`src/common/mcsd_pkg.sv`:
```
// mcsd_pkg: constants for the module chip select decoder.
// assumes nothing beyond a SystemVerilog package scope.
package mcsd_pkg;
	localparam int          ADDR_W        = 4;
	localparam int          ADDR_MSB      = 25;
	localparam int          ADDR_LSB      = 22;
	localparam logic [31:0] CS1_BASE      = 32'h0400_0000;
	localparam logic [31:0] CS3_BASE      = 32'h0C00_0000;
	localparam logic [3:0]  CODE_NAND     = 4'h0;
	localparam logic [3:0]  CODE_CLOCK    = 4'h5;
	localparam logic [3:0]  CODE_ETH      = 4'h6;
	localparam logic [3:0]  CODE_LB_ZERO  = 4'h0;
	localparam logic [3:0]  CODE_LB_TWO   = 4'h4;
	localparam logic [3:0]  CODE_LB_THREE = 4'h6;
	localparam logic [3:0]  CODE_DISK_PRI = 4'hC;
	localparam logic [3:0]  CODE_DISK_SEC = 4'h8;
	localparam logic [3:0]  MASK_DISK_SEC = 4'hE;
	localparam logic [8:0]  SEL_IDLE_N    = 9'h1FF;
	localparam logic [5:0]  PINS_IDLE     = 6'h3F;
endpackage

```
`src/design/mcsd_sync.sv`:
```
// mcsd_sync: two-flop synchroniser for a vector of pin inputs.
// assumes one clock; output used only by downstream logic.
`timescale 1ns/100ps
module mcsd_sync #(
	parameter int          W          = 6,
	parameter logic [5:0]  RESET_VAL  = 6'h3F
) (
	input  wire logic         clk_sys,
	input  wire logic         reset,
	input  wire logic [W-1:0] d,
	output logic      [W-1:0] q
);
	logic [W-1:0] meta_q;
	always_ff @(posedge clk_sys) begin
		if (reset) begin
			meta_q <= RESET_VAL[W-1:0];
			q      <= RESET_VAL[W-1:0];
		end else begin
			meta_q <= d;
			q      <= meta_q;
		end
	end
endmodule // mcsd_sync

```
`src/design/mcsd_decoder.sv`:
```
// mcsd_decoder: turns two static chip selects and four address bits into selects.
// assumes inputs arrive from the processor pins asynchronously to clk_sys.
//
// Notes on behaviour
// selects depend only on selects one, three, address.
// select one low: nand, clock, ethernet codes.
// select three low: local bus zero/two/three codes.
// select three low: local bus one always.
// select three low, 1100: primary disk.
// select three low, 1000/1001: secondary disk.
// host reaches onboard selects at region one.
// host reaches external selects at region three.
// all selects active low, idle high otherwise.
`timescale 1ns/100ps
module mcsd_decoder (
	input  wire logic                         clk_sys,
	input  wire logic                         reset,
	input  wire logic                         cpu_static_select_one_n,
	input  wire logic                         cpu_static_select_three_n,
	input  wire logic [mcsd_pkg::ADDR_W-1:0]  upper_address_bits,
	output logic                              nand_select_n,
	output logic                              clock_chip_select_n,
	output logic                              ethernet_select_n,
	output logic                              local_bus_select_zero_n,
	output logic                              local_bus_select_one_n,
	output logic                              local_bus_select_two_n,
	output logic                              local_bus_select_three_n,
	output logic                              disk_primary_select_n,
	output logic                              disk_secondary_select_n
);
	localparam logic [mcsd_pkg::ADDR_W-1:0] MASK_ALL = '1;

	// pins are asynchronous, so sample through two flops; costs two cycles of latency
	logic [5:0] pins_s;

	mcsd_sync #(
		.W         (6),
		.RESET_VAL (mcsd_pkg::PINS_IDLE)
	) u_sync (
		.clk_sys (clk_sys),
		.reset   (reset),
		.d       ({cpu_static_select_one_n, cpu_static_select_three_n, upper_address_bits}),
		.q       (pins_s)
	);

	// address code under a mask; the secondary disk ignores the lowest bit
	function automatic logic code_hit(
		input logic                        region,
		input logic [mcsd_pkg::ADDR_W-1:0] addr_bits,
		input logic [mcsd_pkg::ADDR_W-1:0] code,
		input logic [mcsd_pkg::ADDR_W-1:0] mask
	);
		code_hit = region && ((addr_bits & mask) == code);
	endfunction

	wire                        one_n   = pins_s[5];
	wire                        three_n = pins_s[4];
	wire [mcsd_pkg::ADDR_W-1:0] addr    = pins_s[3:0];

	// both low at once is not a legal cycle: treat it as idle
	wire region_one   = !one_n && three_n;
	wire region_three = one_n && !three_n;

	// onboard peripherals behind select one
	wire hit_nand     = code_hit(region_one, addr, mcsd_pkg::CODE_NAND, MASK_ALL);
	wire hit_clock    = code_hit(region_one, addr, mcsd_pkg::CODE_CLOCK, MASK_ALL);
	wire hit_eth      = code_hit(region_one, addr, mcsd_pkg::CODE_ETH, MASK_ALL);

	// external local bus and disks behind select three
	wire hit_lb_zero  = code_hit(region_three, addr, mcsd_pkg::CODE_LB_ZERO, MASK_ALL);
	wire hit_lb_one   = region_three;
	wire hit_lb_two   = code_hit(region_three, addr, mcsd_pkg::CODE_LB_TWO, MASK_ALL);
	wire hit_lb_three = code_hit(region_three, addr, mcsd_pkg::CODE_LB_THREE, MASK_ALL);
	wire hit_disk_pri = code_hit(region_three, addr, mcsd_pkg::CODE_DISK_PRI, MASK_ALL);
	wire hit_disk_sec = code_hit(region_three, addr, mcsd_pkg::CODE_DISK_SEC, mcsd_pkg::MASK_DISK_SEC);

	// selects are active low, so a miss leaves them high
	wire nand_n_d      = !hit_nand;
	wire clock_n_d     = !hit_clock;
	wire eth_n_d       = !hit_eth;
	wire lb_zero_n_d   = !hit_lb_zero;
	wire lb_one_n_d    = !hit_lb_one;
	wire lb_two_n_d    = !hit_lb_two;
	wire lb_three_n_d  = !hit_lb_three;
	wire disk_pri_n_d  = !hit_disk_pri;
	wire disk_sec_n_d  = !hit_disk_sec;

	logic nand_n_q;
	logic clock_n_q;
	logic eth_n_q;
	logic lb_zero_n_q;
	logic lb_one_n_q;
	logic lb_two_n_q;
	logic lb_three_n_q;
	logic disk_pri_n_q;
	logic disk_sec_n_q;

	// one flop per select keeps every output straight from a register
	always_ff @(posedge clk_sys) begin
		if (reset) begin
			nand_n_q <= mcsd_pkg::SEL_IDLE_N[0];
		end else begin
			nand_n_q <= nand_n_d;
		end
	end

	always_ff @(posedge clk_sys) begin
		if (reset) begin
			clock_n_q <= mcsd_pkg::SEL_IDLE_N[1];
		end else begin
			clock_n_q <= clock_n_d;
		end
	end

	always_ff @(posedge clk_sys) begin
		if (reset) begin
			eth_n_q <= mcsd_pkg::SEL_IDLE_N[2];
		end else begin
			eth_n_q <= eth_n_d;
		end
	end

	always_ff @(posedge clk_sys) begin
		if (reset) begin
			lb_zero_n_q <= mcsd_pkg::SEL_IDLE_N[3];
		end else begin
			lb_zero_n_q <= lb_zero_n_d;
		end
	end

	always_ff @(posedge clk_sys) begin
		if (reset) begin
			lb_one_n_q <= mcsd_pkg::SEL_IDLE_N[4];
		end else begin
			lb_one_n_q <= lb_one_n_d;
		end
	end

	always_ff @(posedge clk_sys) begin
		if (reset) begin
			lb_two_n_q <= mcsd_pkg::SEL_IDLE_N[5];
		end else begin
			lb_two_n_q <= lb_two_n_d;
		end
	end

	always_ff @(posedge clk_sys) begin
		if (reset) begin
			lb_three_n_q <= mcsd_pkg::SEL_IDLE_N[6];
		end else begin
			lb_three_n_q <= lb_three_n_d;
		end
	end

	always_ff @(posedge clk_sys) begin
		if (reset) begin
			disk_pri_n_q <= mcsd_pkg::SEL_IDLE_N[7];
		end else begin
			disk_pri_n_q <= disk_pri_n_d;
		end
	end

	always_ff @(posedge clk_sys) begin
		if (reset) begin
			disk_sec_n_q <= mcsd_pkg::SEL_IDLE_N[8];
		end else begin
			disk_sec_n_q <= disk_sec_n_d;
		end
	end

	assign nand_select_n            = nand_n_q;
	assign clock_chip_select_n      = clock_n_q;
	assign ethernet_select_n        = eth_n_q;
	assign local_bus_select_zero_n  = lb_zero_n_q;
	assign local_bus_select_one_n   = lb_one_n_q;
	assign local_bus_select_two_n   = lb_two_n_q;
	assign local_bus_select_three_n = lb_three_n_q;
	assign disk_primary_select_n    = disk_pri_n_q;
	assign disk_secondary_select_n  = disk_sec_n_q;
endmodule // mcsd_decoder

```
`config.mk`:
```
export PLATFORM = sky130hd
export DESIGN_NAME = mcsd_decoder
export DESIGN_NICKNAME = d
export VERILOG_FILES = /design/src/common/mcsd_pkg.sv /design/src/design/mcsd_sync.sv /design/src/design/mcsd_decoder.sv
export SDC_FILE = /design/constraint.sdc
export NUM_CORES = 1
export LEC_CHECK = 0
export BUFFER_PORTS_ARGS = -buffer_cell sky130_fd_sc_hd__clkbuf_2
export CORE_AREA = 2 2 39 41
export DETAILED_ROUTE_END_ITERATION = 7
export DIE_AREA = 0 0 41 43
export PLACE_DENSITY = 0.72
export SETUP_SLACK_MARGIN = 0.4
export SYNTH_ARGS = -nofsm -noshare
export SYNTH_HDL_FRONTEND = slang
export SYNTH_SLANG_ARGS = --single-unit
```
`constraint.sdc`:
```
create_clock -name clk_sys -period 1.3 [get_ports clk_sys]
set_input_delay 0.26 -clock clk_sys [delete_from_list [all_inputs] [get_ports clk_sys]]
set_output_delay 0.26 -clock clk_sys [all_outputs]
set_load 0.01 [all_outputs]
```
==> results of run 1 <==
## timing repair
item	in CTS	in global routing
endpoints found under the setup margin	11	17
gates resized for setup	1	22
pin swaps	1	3
hold endpoints to repair	0	0
## worst min path at each step
| stage | from | end | slack, ps |
|---|---|---|---|
| after floorplan | upper_address_bits[0] | u_sync.meta_q[0]$_SDFF_PP1_ | 360 |
| after detailed placement | u_sync.meta_q[1]$_SDFF_PP1_ | u_sync.q[1]$_SDFF_PP1_ | 390 |
| after CTS | upper_address_bits[1] | u_sync.meta_q[1]$_SDFF_PP1_ | 110 |
| after global routing | cpu_static_select_three_n | u_sync.meta_q[4]$_SDFF_PP1_ | 110 |
| final | upper_address_bits[1] | u_sync.meta_q[1]$_SDFF_PP1_ | 130 |
| after global placement | u_sync.meta_q[4]$_SDFF_PP1_ | u_sync.q[4]$_SDFF_PP1_ | 390 |
## layer usage
layer	vias to the layer above	global-route usage	wire length, um
met1	160	0.107	329
li1	199	-	-
met3	0	0.0628	66
met4	0	0.0800	0
met2	17	0.188	397
met5	-	0	0
## registers in the layout, indices dropped and copies added, names as in the netlist
name,count
local_bus_select_zero_n,1
u_sync.q,6
disk_primary_select_n,1
local_bus_select_three_n,1
disk_secondary_select_n,1
nand_select_n,1
ethernet_select_n,1
local_bus_select_one_n,1
local_bus_select_two_n,1
u_sync.meta_q,6
clock_chip_select_n,1
## cell families (layout without fill, tap and decap cells)
| logic type | Yosys count | after routing |
|---|---|---|
| buf+inv | 2 | 21 |
| flops | 21 | 21 |
| simple gates | 27 | 27 |
## cells in the mapped netlist, types with 2 or more instances
| master | n | area (sq um) |
|---|---|---|
| nand3_1 | 2 | 10.0 |
| nor2_1 | 2 | 7.51 |
| or2_1 | 12 | 75.1 |
| dfxtp_1 | 21 | 420 |
| nand2_1 | 4 | 15.0 |
## final cells by class
cell class | count | area, sq um | area share
Sequential cell | 21 | 433 | 0.553
Tap cell | 16 | 20.0 | 0.0256
Multi-Input combinational cell | 27 | 200 | 0.256
Clock inverter | 1 | 5.00 | 0.00639
Inverter | 1 | 3.75 | 0.00479
Clock buffer | 3 | 22.5 | 0.0288
Timing Repair Buffer | 16 | 98.8 | 0.126
## through the flow
stage                     hold WS [ps]  std cells  total power, mW
after floorplan                    357         50            0.704
after global placement             386         81            0.718
after detailed placement           390         81            0.721
after CTS                          114         85             1.03
after global routing               113         85             1.06
final                              128         85             1.01
## power by group through the flow
stage / Combinational, mW / Sequential (mW) / Clock [mW]
5_1_grt: 0.0402 / 0.676 / 0.342
6_report: 0.0358 / 0.673 / 0.301
3_5_place_dp: 0.0346 / 0.686 / 0
4_1_cts: 0.0361 / 0.672 / 0.317
3_3_place_gp: 0.0333 / 0.685 / 0
2_1_floorplan: 0.0199 / 0.684 / 0
==> results.cfg, run 1 <==
[floorplan]
dieArea_sq_mm = 0.00176
start_util = 0.444
die_w_um = 41
core_sq_mm = 0.00138
io_pins = 17
row_count = 14
die_h_um = 43

[critical_path]
end_kind = output port
arrival_ps = 740
startpoint_type = flip-flop
critPathTopFamily = flip-flops
crit_cells = 1
crit_required_ps = 1040
slowest_stage = dfxtp_2
r2r_end = disk_primary_select_n$_SDFF_PP1_
path_buf_inv = 1
r2r_cells = 2
crit_path_max_fanout = 1
critPathLaunch = local_bus_select_zero_n$_SDFF_PP1_
reg2reg_from = u_sync.q[5]$_SDFF_PP1_
endpoint = local_bus_select_zero_n
path_cells = buf_6
rrSetupSlack_ps = 420
critPathMaxStageDelay_ps = 330
worst-setup-path-type = flip-flop to output port

[place]
numPortBuffers = 16
gp_congestion = 0.733
dp_hpwl_um = 577
place_area_sq_um = 709
pre_cts_slack_ps = 286

[logic_synthesis]
synth_edf_count = 0
synth_cell_types = 14
ys.flop_type = dfxtp_1
ys_seq_area_frac = 0.684
synthMuxAreaShare = 0
synth_top_family_by_area = simple AND/OR/NAND/NOR gates
synth-seq-cells = 21
yosys.area_share.simple = 0.301
syn_area_per_cell_sq_um = 12.3
async_flop_share = 0
synth-compound-area-share = 0
synth_cells = 50
syn_nets = 58
syn_area_sq_um = 614
yosys_warnings = 0
synth-xor-area-share = 0
synth_fa_ha_area_frac = 0

[clock_tree]
hold_buffers = 0
htreeDepth = 1
clock_sinks = 21
cts_buffers = 3
ctsLongestPathBuffers = 2
root_buffer = clkbuf_4
insertion_delay_ps = 300
clk_pin_slew_ps = 110
postCtsSetupBuffers = 0
cts_tree = built

[min_path]
hold_class = primary input to flip-flop
hold_path_depth = 2

[timing]
finalHoldViolations = 0
worst_slew_pin_slew_ps = 271
rsz0062_at_grt = yes
min_period_ps = 1000
skew_ps = 6.51
setup_tns_ps = 0
fmax_ghz = 1.00
relSlewSlack = 0.819
fin_ws_ps = 300
final-max-slew-violation-count = 0
post-route-period-util = 0.769
setup_viol = 0

[grt]
grt_max_degree = 15
overflow = 0
grt_pass1_vias = 357
grt_pass1_wl_um = 1310
grt_usage = 0.118
antenna_found_initial = 0

[power_and_ir_drop]
total_leakage_power_nw = 0.300
ir_worst_vdd_mv = 0.840
swShare = 0.210
pwr-share-seq = 0.666
p_comb_frac = 0.035
p_clk_frac = 0.298
p_per_area_mw_per_mm2 = 1290
p_sw_mw = 0.212
intPower_mw = 0.797

[route]
dr_total_vias = 376
drc_errors = 0
first_iter_violations = 0
dr.pass1.iters = 1
avgViaCountPerCell = 4.42
wl_um = 793
ant_nets = 0
wl_per_cell_um = 9.33

[status]
outcome = finished, final reports clean

[final_layout]
final_cell_mix = dfxtp_1 (13), or2_1 (12), dfxtp_2 (7), clkbuf_2 (7), buf_2 (6)
layout_commonest_cell = dfxtp_1
fin_area_sq_um = 783
drive_above_1_share = 0.449
fin_nets = 78
num-fill-cells = 129
post-route-util = 0.566
num_antenna_cells = 0
layout-area-overhead-vs-synth_pct = 27.5

[flow_run]
maxCapViolCount = 0
No activity file was read; power rests on OpenSTA's default activity.
==> run 2: changes to the inputs <==
CORE_AREA = unset   (was 2 2 39 41)
CORE_UTILIZATION = 42   (was unset)
DIE_AREA = unset   (was 0 0 41 43)
PLACE_DENSITY = 0.69   (was 0.72)
clock period = 0.8 ns   (was 1.3 ns; I/O delays follow)
==> run 2 against run 1 <==
Effect of this change: non-clock buffer count increased by 4; sequential power increased by 62%; sequential share of layout area decreased by 5.1 points; the flow now finishes with violations (negative setup slack); die area decreased by 8.1%; highest routed layer is now met4; utilization increased by 9.2 points; count of clock-buffer cells in the layout increased by 1; sequential cell count unchanged; register-to-register slack got worse by 510 ps; routed wire length increased by 8.7%; first-iteration DRC count increased by 2; cell count increased by 3.5%.
==> results.cfg, run 2 (synthesis results as in run 1) <==
[place]
pre_cts_slack_ps = -97.2
numPortBuffers = 16
place_area_sq_um = 743
gp_congestion = 0.624

[floorplan]
dieArea_sq_mm = 0.00162
io_pins = 17
core_sq_mm = 0.00133
start_util = 0.461
die_h_um = 40.2
row_count = 13
die_w_um = 40.2

[route]
drc_errors = 0
first_iter_violations = 2
avgViaCountPerCell = 4.41
dr.pass1.iters = 4
wl_per_cell_um = 9.80
wl_um = 862
ant_nets = 0
dr_total_vias = 388

[final_layout]
ff_latch_area_sq_um = 440
fin_nets = 82
largestRegisters = u_sync.meta_q (6), u_sync.q (6)
num_antenna_cells = 0
layout-area-overhead-vs-synth_pct = 42.8
fin_area_sq_um = 877
multi_input_area_sq_um = 200
num-fill-cells = 103
final_cell_mix = dfxtp_2 (13), or2_1 (12), buf_6 (10)
drive_above_1_share = 0.548
post-route-util = 0.658
layout_commonest_cell = dfxtp_2

[grt]
overflow = 0
grt_max_degree = 12
grt_usage = 0.129
grt_pass1_vias = 317
antenna_found_initial = 0
grt_pass1_wl_um = 1300

[critical_path]
path_buf_inv = 1
critPathTopFamily = flip-flops
startpoint_type = flip-flop
crit_required_ps = 640
slowest_stage = dfxtp_2
crit_path_max_fanout = 1
worst-setup-path-type = flip-flop to output port
critPathMaxStageDelay_ps = 340
end_kind = output port
arrival_ps = 740
path_cells = buf_6

[power_and_ir_drop]
total_leakage_power_nw = 0.341
p_per_area_mw_per_mm2 = 1900
ir_worst_vdd_mv = 1.18

[flow_run]
maxCapViolCount = 0

[timing]
finalHoldViolations = 0
relSlewSlack = 0.821
skew_ps = 2.05
fin_ws_ps = -95.6
min_period_ps = 896
fmax_ghz = 1.12
worst_slew_pin_slew_ps = 269
rsz0062_at_grt = yes
setup_viol = 18
final-max-slew-violation-count = 0
post-route-period-util = 1.12

[clock_tree]
clk_pin_slew_ps = 110
htreeDepth = 1
cts_tree = built
clock_sinks = 21
root_buffer = clkbuf_4
cts_buffers = 3
ctsLongestPathBuffers = 2
postCtsSetupBuffers = 0
insertion_delay_ps = 290

[status]
violations = negative setup slack
outcome = finished with violations

[min_path]
hold_class = primary input to flip-flop
[run 2: cell count changes in the layout (fill, tap and decap cells not counted), sizes merged]
cell	before	now
buf	9	13
clkbuf	10	11
clkinv	1	0
[run 2: layer usage]
| layer | vias up | part of all wire | track usage |
|---|---|---|---|
| met5 | - | 0 | 0 |
| met4 | 0 | 0.012 | 0.125 |
| met3 | 2 | 0.052 | 0.0333 |
| met2 | 15 | 0.54 | 0.206 |
| met1 | 164 | 0.39 | 0.135 |
| li1 | 207 | - | - |
[run 2: timing repair]
| action | 4_1_cts | 5_1_grt |
|---|---|---|
| hold buffers | 0 | 0 |
| pin swaps | 7 | 2 |
| cloned | 1 | 0 |
| resized for setup | 10 | 20 |
| setup endpoints to repair | 30 | 25 |
[run 2: cell type report]
| class | count | area share |
|---|---|---|
| Clock buffer | 4 | 0.0300 |
| Inverter | 1 | 0.00428 |
| Multi-Input combinational cell | 27 | 0.228 |
| Sequential cell | 21 | 0.502 |
| Tap cell | 15 | 0.0214 |
| Timing Repair Buffer | 20 | 0.214 |
[run 2: power breakdown]
| part | switching [mW] | internal [mW] | leakage [nW] | total (mW) |
|---|---|---|---|---|
| combinational | 0.0268 | 0.0595 | 0.160 | 0.0863 |
| clock | 0.295 | 0.194 | 0.0150 | 0.489 |
| sequential | 0.0187 | 1.07 | 0.167 | 1.09 |
[run 2: worst paths after layout]
kind,startpoint,endpoint,slack [ps],cells after the start
max,local_bus_select_zero_n$_SDFF_PP1_,local_bus_select_zero_n,-100,1
min,upper_address_bits[0],u_sync.meta_q[0]$_SDFF_PP1_,30,2
max reg2reg,u_sync.q[5]$_SDFF_PP1_,local_bus_select_two_n$_SDFF_PP1_,-90,2
min reg2reg,u_sync.meta_q[4]$_SDFF_PP1_,u_sync.q[4]$_SDFF_PP1_,410,1
[run 2: per-stage QoR]
stage                     hold slack (ps)  total power [mW]  cells  TNS (ps)
after floorplan                       257              1.15     50         0
after global placement                338              1.18     83      -173
after detailed placement              340              1.18     83      -285
after CTS                            24.7              1.68     88     -1440
after global routing                 21.1              1.74     88     -2040
final                                33.7              1.67     88     -1230
